`config.mk`:
```
export PLATFORM = sky130hd
export DESIGN_NAME = ppmc_regs
export DESIGN_NICKNAME = d
export VERILOG_FILES = /design/src/inc/ppmc_pkg.sv /design/src/rtl/ppmc_regs.sv
export VERILOG_INCLUDE_DIRS = /design/src /design/src/inc
export SDC_FILE = /design/constraint.sdc
export NUM_CORES = 1
export LEC_CHECK = 0
export BUFFER_PORTS_ARGS = -buffer_cell sky130_fd_sc_hd__buf_4
export CORE_MARGIN = 10
export CORE_UTILIZATION = 25
export DETAILED_ROUTE_END_ITERATION = 10
export GPL_ROUTABILITY_DRIVEN = 1
export PLACE_DENSITY_LB_ADDON = 0.12
export SLEW_MARGIN = 20
export SYNTH_ARGS = -nofsm -noshare
export SYNTH_HDL_FRONTEND = slang
export SYNTH_SLANG_ARGS = --single-unit
```
`constraint.sdc`:
```
create_clock -name ref_clk_in -period 1 [get_ports ref_clk_in]
set_input_delay 0.15 -clock ref_clk_in [delete_from_list [all_inputs] [get_ports ref_clk_in]]
set_output_delay 0.15 -clock ref_clk_in [all_outputs]
set_load 0.1 [all_outputs]
```
`src/inc/ppmc_consts.svh`:
```
// Purpose: constants for the power-management capability register block
// Assumes: byte addresses are configuration-space offsets of this function
// Notes: included by its bare name; definitions only
`ifndef PPMC_CONSTS_SVH
`define PPMC_CONSTS_SVH

// ****************************************************************
// register offsets (byte addresses in configuration space)
// ****************************************************************
`define PPMC_CAP_ID_OFS 8'hA0
`define PPMC_LINK_OFS 8'hA1
`define PPMC_FEAT_OFS 8'hA2

// ****************************************************************
// fixed values and reset values
// ****************************************************************
`define PPMC_CAP_ID_VAL 8'h01
`define PPMC_LINK_VAL 8'h00
`define PPMC_FEAT_RST 16'hFE21
`define PPMC_D3COLD_RST 1'h1
`define PPMC_WAKE_FIXED 4'hF
`define PPMC_RSVD_VAL 3'h0
`define PPMC_VERSION_VAL 3'h1
`define PPMC_AUX_RST 1'h0

// ****************************************************************
// field positions inside the feature word
// ****************************************************************
`define PPMC_D3COLD_BIT 15
`define PPMC_WAKE_HI 15
`define PPMC_WAKE_LO 11
`define PPMC_DEEP_BIT 10
`define PPMC_LIGHT_BIT 9
`define PPMC_RSVD_HI 8
`define PPMC_RSVD_LO 6
`define PPMC_DSI_BIT 5
`define PPMC_AUX_BIT 4
`define PPMC_CLK_BIT 3
`define PPMC_VER_HI 2
`define PPMC_VER_LO 0

`endif

```
`src/inc/ppmc_pkg.sv`:
```
// Purpose: types shared by the power-management capability register block
// Assumes: nothing beyond the constants header
// Notes: power-state order matches the two-bit state field encoding
`default_nettype none

package ppmc_pkg;

   // ****************************************************************
   // power states as encoded by the control/status state field
   // ****************************************************************
   typedef enum logic [1:0] {
      PPMC_D0,
      PPMC_D1,
      PPMC_D2,
      PPMC_D3HOT
   } ppmc_pstate_e;

   typedef logic [31:0] ppmc_word_t;
   typedef logic [15:0] ppmc_feat_t;

endpackage

`default_nettype wire

```
`src/rtl/ppmc_regs.sv`:
```
// Purpose: pm_capability_identifier, list link and feature word of the power-management entry
// Assumes: one configuration access per request cycle, inputs synchronous to ref_clk_in
// Notes: the whole dword at A0h is returned on a read; only bit 31 of it is writable
//
// Contract
// - The capability identifier byte always reads 01h and ignores writes.
// - The next-item pointer byte always reads 00h because the list ends here.
// - The five-bit wake-support field reads 11111b after reset.
// - A zero wake-support bit stops the wake signal in the matching power state.
// - Bit 15 (wake from D3cold) resets to 1 and is host-writable; firmware clears it.
// - Bits 14 to 11 are read-only ones for D3hot, D2, D1 and D0 wake capability.
// - Bit 10 is a read-only one reporting Deep_doze_supported.
// - Bit 9 is a read-only one reporting Light_doze_supported.
// - Bits 8 to 6 are reserved and always read zero.
// - Bit 5 reads one to flag that device-specific initialization is needed.
// - Bit 4, the auxiliary-power flag, is read-only and defaults to zero.
// - Bit 3 reads zero because no bus clock is needed to raise the wake signal.
// - Bits 2 to 0 read 001b for four bytes of general power-management registers.
// - The power-state field codes 00 D0, 01 D1, 10 D2 and 11 D3hot.
`include "ppmc_consts.svh"
`default_nettype none

module ppmc_regs
   import ppmc_pkg::*;
#(
   parameter logic AUX_SUPPLY_FLAG = `PPMC_AUX_RST
)
(
   input wire logic ref_clk_in,
   input wire logic resetn_in,
   input wire logic cfg_rd_in,
   input wire logic cfg_wr_in,
   input wire logic [7:0] cfg_addr_in,
   input wire logic [3:0] cfg_byte_en_in,
   input wire logic [31:0] cfg_wdata_in,
   input wire logic [1:0] power_state_field_in,
   input wire logic in_d3cold_in,
   input wire logic wake_event_in,
   output logic [31:0] cfg_rdata_out,
   output logic cfg_ack_out,
   output logic wake_out,
   output logic [4:0] wake_state_mask_out
);

   // ****************************************************************
   // helper functions
   // ****************************************************************

   // true when a byte address falls in the dword holding this entry
   function automatic logic ppmc_dword_hit(input logic [7:0] addr);
      // the dword index is six bits wide, so the shifted offset is cut to match
      ppmc_dword_hit = (addr[7:2] == 6'(`PPMC_CAP_ID_OFS >> 2));
   endfunction

   // picks the wake-support bit for the present power state
   function automatic logic ppmc_wake_allowed(input logic [4:0] mask,
                                              input ppmc_pstate_e state,
                                              input logic cold);
      logic pick;
      pick = 1'b0;
      if (cold)
      begin
         pick = mask[4];
      end
      else
      begin
         case (state)
            PPMC_D0: pick = mask[0];
            PPMC_D1: pick = mask[1];
            PPMC_D2: pick = mask[2];
            PPMC_D3HOT: pick = mask[3];
            default: pick = 1'b0;
         endcase
      end
      ppmc_wake_allowed = pick;
   endfunction

   // ****************************************************************
   // state and decode
   // ****************************************************************
   logic d3cold_wake_r;
   logic d3cold_wake_nxt;
   logic [31:0] rdata_r;
   logic [31:0] rdata_nxt;
   logic ack_r;
   logic wake_r;
   logic wake_nxt;
   wire logic hit;
   wire logic wr_hit;
   wire logic d3cold_wr;
   wire ppmc_pstate_e cur_state;
   wire ppmc_feat_t feat_word;
   wire logic [31:0] entry_dword;
   wire logic [4:0] wake_state_mask;
   wire logic deep_doze_supported;
   wire logic light_doze_supported;
   wire logic aux_supply_flag;
   wire logic wake_clock_needed;

   // address decode for the single mapped dword
   assign hit = ppmc_dword_hit(cfg_addr_in);
   assign wr_hit = cfg_wr_in && hit;
   // only the top byte lane carries the one writable bit
   assign d3cold_wr = wr_hit && cfg_byte_en_in[3];

   // fixed capability flags
   assign deep_doze_supported = 1'b1;
   assign light_doze_supported = 1'b1;
   assign aux_supply_flag = AUX_SUPPLY_FLAG;
   assign wake_clock_needed = 1'b0;

   // wake mask: writable D3cold bit above four hardwired ones
   assign wake_state_mask = {d3cold_wake_r, `PPMC_WAKE_FIXED};

   // feature word assembled from its fields; read-only parts are constants
   assign feat_word = {wake_state_mask,
                       deep_doze_supported,
                       light_doze_supported,
                       `PPMC_RSVD_VAL,
                       1'b1,
                       aux_supply_flag,
                       wake_clock_needed,
                       `PPMC_VERSION_VAL};

   // identifier and list link are constants so writes cannot touch them
   assign entry_dword = {feat_word, `PPMC_LINK_VAL, `PPMC_CAP_ID_VAL};

   // unmapped dwords read as zero so the host sees a harmless value
   assign rdata_nxt = (cfg_rd_in && hit) ? entry_dword : rdata_r;

   // ****************************************************************
   // writable D3cold wake bit
   // ****************************************************************

   // firmware clears this when no auxiliary supply backs D3cold wake
   assign d3cold_wake_nxt = d3cold_wr ? cfg_wdata_in[31] : d3cold_wake_r;

   always_ff @(posedge ref_clk_in)
   begin
      if (!resetn_in)
      begin
         d3cold_wake_r <= `PPMC_D3COLD_RST;
      end
      else
      begin
         d3cold_wake_r <= d3cold_wake_nxt;
      end
   end

   // ****************************************************************
   // configuration read path and acknowledge
   // ****************************************************************

   // read data is held until the next read so a slow host can sample it
   always_ff @(posedge ref_clk_in)
   begin
      if (!resetn_in)
      begin
         rdata_r <= 32'h0000_0000;
         ack_r <= 1'b0;
      end
      else
      begin
         if (cfg_rd_in && !hit)
         begin
            rdata_r <= 32'h0000_0000;
         end
         else
         begin
            rdata_r <= rdata_nxt;
         end
         ack_r <= cfg_rd_in || cfg_wr_in;
      end
   end

   // ****************************************************************
   // wake gating by power state
   // ****************************************************************

   // the state field order gives D0..D3hot; D3cold comes from a separate flag
   assign cur_state = ppmc_pstate_e'(power_state_field_in);
   assign wake_nxt = wake_event_in &&
                     ppmc_wake_allowed(wake_state_mask, cur_state, in_d3cold_in);

   always_ff @(posedge ref_clk_in)
   begin
      if (!resetn_in)
      begin
         wake_r <= 1'b0;
      end
      else
      begin
         wake_r <= wake_nxt;
      end
   end

   // ****************************************************************
   // outputs
   // ****************************************************************
   assign cfg_rdata_out = rdata_r;
   assign cfg_ack_out = ack_r;
   assign wake_out = wake_r;
   assign wake_state_mask_out = wake_state_mask;
endmodule

`default_nettype wire

```
==> flow_summary.yaml <==
synth:
  muxShareOfSynthArea_pct: 0
  synthFlopType: "dfxtp_1"
  yosysMostFrequentCell: "buf_4"
  synth_top_area_share_pct: 54.40
  post_synth_most_frequent_cells: "35 x buf_4, 5 x dfxtp_1, 4 x nand3b_1"
  synth-simple-area-share_pct: 16.84
  ys_types: 12
  ys_top_cells_by_area: "buf_4 54%, dfxtp_1 21%, nand3b_1 6.2%"
  synth_largest_area_cell: "buf_4"
  synth-adder-area-share_pct: 0
  synth_edf_count: 0
  yosysWarnings: 0
  postSynthAreaPerCell_um2: 8.327
  async_flop_share_pct: 0
  synthCells: 58
  syn_area_um2: 483.0
  ys_ff_latch: 5
  synth_xor_area_share_pct: 0
  yosysSeqAreaShare_pct: 20.73
  synth-compound-area-share_pct: 5.699
  synth_top_family_by_area: "buffers and inverters"
worst_hold_path:
  worstHoldPathType: "input port to flip-flop"
  hold_path_startpoint: "in_d3cold_in"
  hold_depth: 2
clocking:
  numClockSinks: 5
  clock_latency_ns: 0.23
  clk_pin_slew_ns: 0.04
  cts_max_level: 1
  cts_made_buffers: 3
  ctsLongestPathBuffers: 2
  tritoncts: "done"
  cts_root_buf: "clkbuf_4"
power:
  peakVddDrop_mv: 0.5646
  total_power_uw: 993.5
  p_switching_uw: 580.7
  leakagePower_uw: 0.0003672
  p_seq_share_pct: 20.7
  p_sw_share_pct: 58.45
  intPower_uw: 412.8
  comb_power_share_pct: 56.4
  power.density_nw_per_um2: 1330
  pwr-share-clk_pct: 22.9
drt:
  routed_wl_um: 1248
  viasPerCell: 3.476
  drc: 0
  wire_per_inst_um: 11.89
  ant_nets: 0
  vias: 365
  drtIter0Drc: 9
  dr.pass1.iters: 4
floorplanning:
  die_area_um2: 4090
  initial_core_util_pct: 27.09
  num_rows: 15
  core-area_um2: 1783
  num_io_pins: 91
  die_width_um: 63.95
  die_h_um: 63.95
outcome:
  status: "complete, but fails checks"
  violations: "negative setup slack"
timing:
  setup_viol: 9
  drv_slew: 0
  grt_setup_unrepaired: "true"
  fin_crit_ns: 1.059
  max_freq_mhz: 944.1
  clock_skew_ns: 0.0002383
  final.setup.worst_slack_ns: -0.05925
  final_hold_viol_count: 0
  timing.hold.ws_ns: 0.08432
  fin_tns_setup_ns: -0.4914
  finalCritPeriodShare_pct: 105.9
placement:
  io_buffer_count: 26
  dp_hpwl_um: 1094
  gp_congestion: 0.6798
  dp_slack_ns: 0.05097
grt:
  gr-total-overflow: 0
  grt_pass1_vias: 411
  grt_pass1_wl_um: 1952
  grt_usage_pct: 5.860
  antenna_found_initial: 0
  grt_max_degree: 8
critical_path:
  cp_max_fo: 5
  worstPathRequired_ns: 0.85
  start_kind: "flip-flop"
  crit_arrival_ns: 0.91
  worst-r2r-cell-count: 4
  startpoint: "cfg_rdata_out[30]"
  r2r-start: "cfg_rdata_out[30]"
  critPathCaptureType: "primary output"
  crit_type: "flip-flop to primary output"
final_layout:
  drive_gt1_share_pct: 47.50
  area_growth_pct: 54.66
  n_antenna_cell: 0
  utilization_pct: 41.89
  finalNetCount: 133
job:
  drv_cap: 0
-- per-layer routing --
layer	share of wire [%]	up-vias	global-route usage [%]
met1	34	160	4.971
met2	48	33	9.328
met5	0	-	0
met4	0.32	0	2.459
li1	-	170	-
met3	17	2	5.575
-- kinds of logic after synthesis --
family,Yosys count
buffers and inverters,36
AO/OA/AOI/OAI,5
other,2
AND/OR/NAND/NOR,10
flip-flops,5
-- repair_timing --
item | CTS | global route
endpoints found under the setup margin | 11 | 11
hold buffers | 0 | 0
resized for setup | 33 | 2
setup buffers | 3 | 0
-- cells in the final DEF, fill, tap and decap left out, drive strengths merged --
master and count:
buf 29, conb 26, dfxtp 5, nand3b 4
clkbuf 4, nand3 2, o21ai 2, nand2 2
a21oi 2, nor4b 1, and4b 1, inv 1
o21a 1
-- worst paths after layout --
check | end | slack, ns
worst min-delay path | wake_out | 0.08
worst max register to register | cfg_rdata_out[30] | 0.15
worst min register to register | cfg_rdata_out[31] | 0.48
worst max-delay path | cfg_rdata_out[21] | -0.06
-- state kept, by name (all words and copies together), names as in the netlist --
name / count
cfg_ack_out: 1
cfg_rdata_out: 2
wake_out: 1
d3cold_wake_r: 1
-- final cells by class --
cell class | instances | area (um^2)
fillers | 180 | 1036
repair buffers | 29 | 370.4
multi-input cells | 41 | 206.4
flip-flops and latches | 5 | 108.9
well taps | 25 | 31.28
clock buffers | 4 | 26.28
inverters | 1 | 3.754
-- power by group through the flow --
stage | combinational [uW] | clock, uW | sequential [uW]
5_1_grt | 574 | 255 | 206
3_3_place_gp | 547 | 0 | 209
6_report | 560 | 227 | 206
2_1_floorplan | 530 | 0 | 248
4_1_cts | 555 | 240 | 206
3_5_place_dp | 546 | 0 | 209
-- per-stage QoR --
step	std cells	area [um^2]
2_1_floorplan	82	580.6
5_1_grt	105	747.0
4_1_cts	105	742.0
3_5_place_dp	98	544.3
3_3_place_gp	98	544.3
6_report	105	747.0
-- critical path, cell delays in order (launching register included) --
cell and delay (ns):
dfxtp_4 0.36, buf_8 0.13, buf_12 0.17
Note: power is estimated with default switching activity, not from simulation.
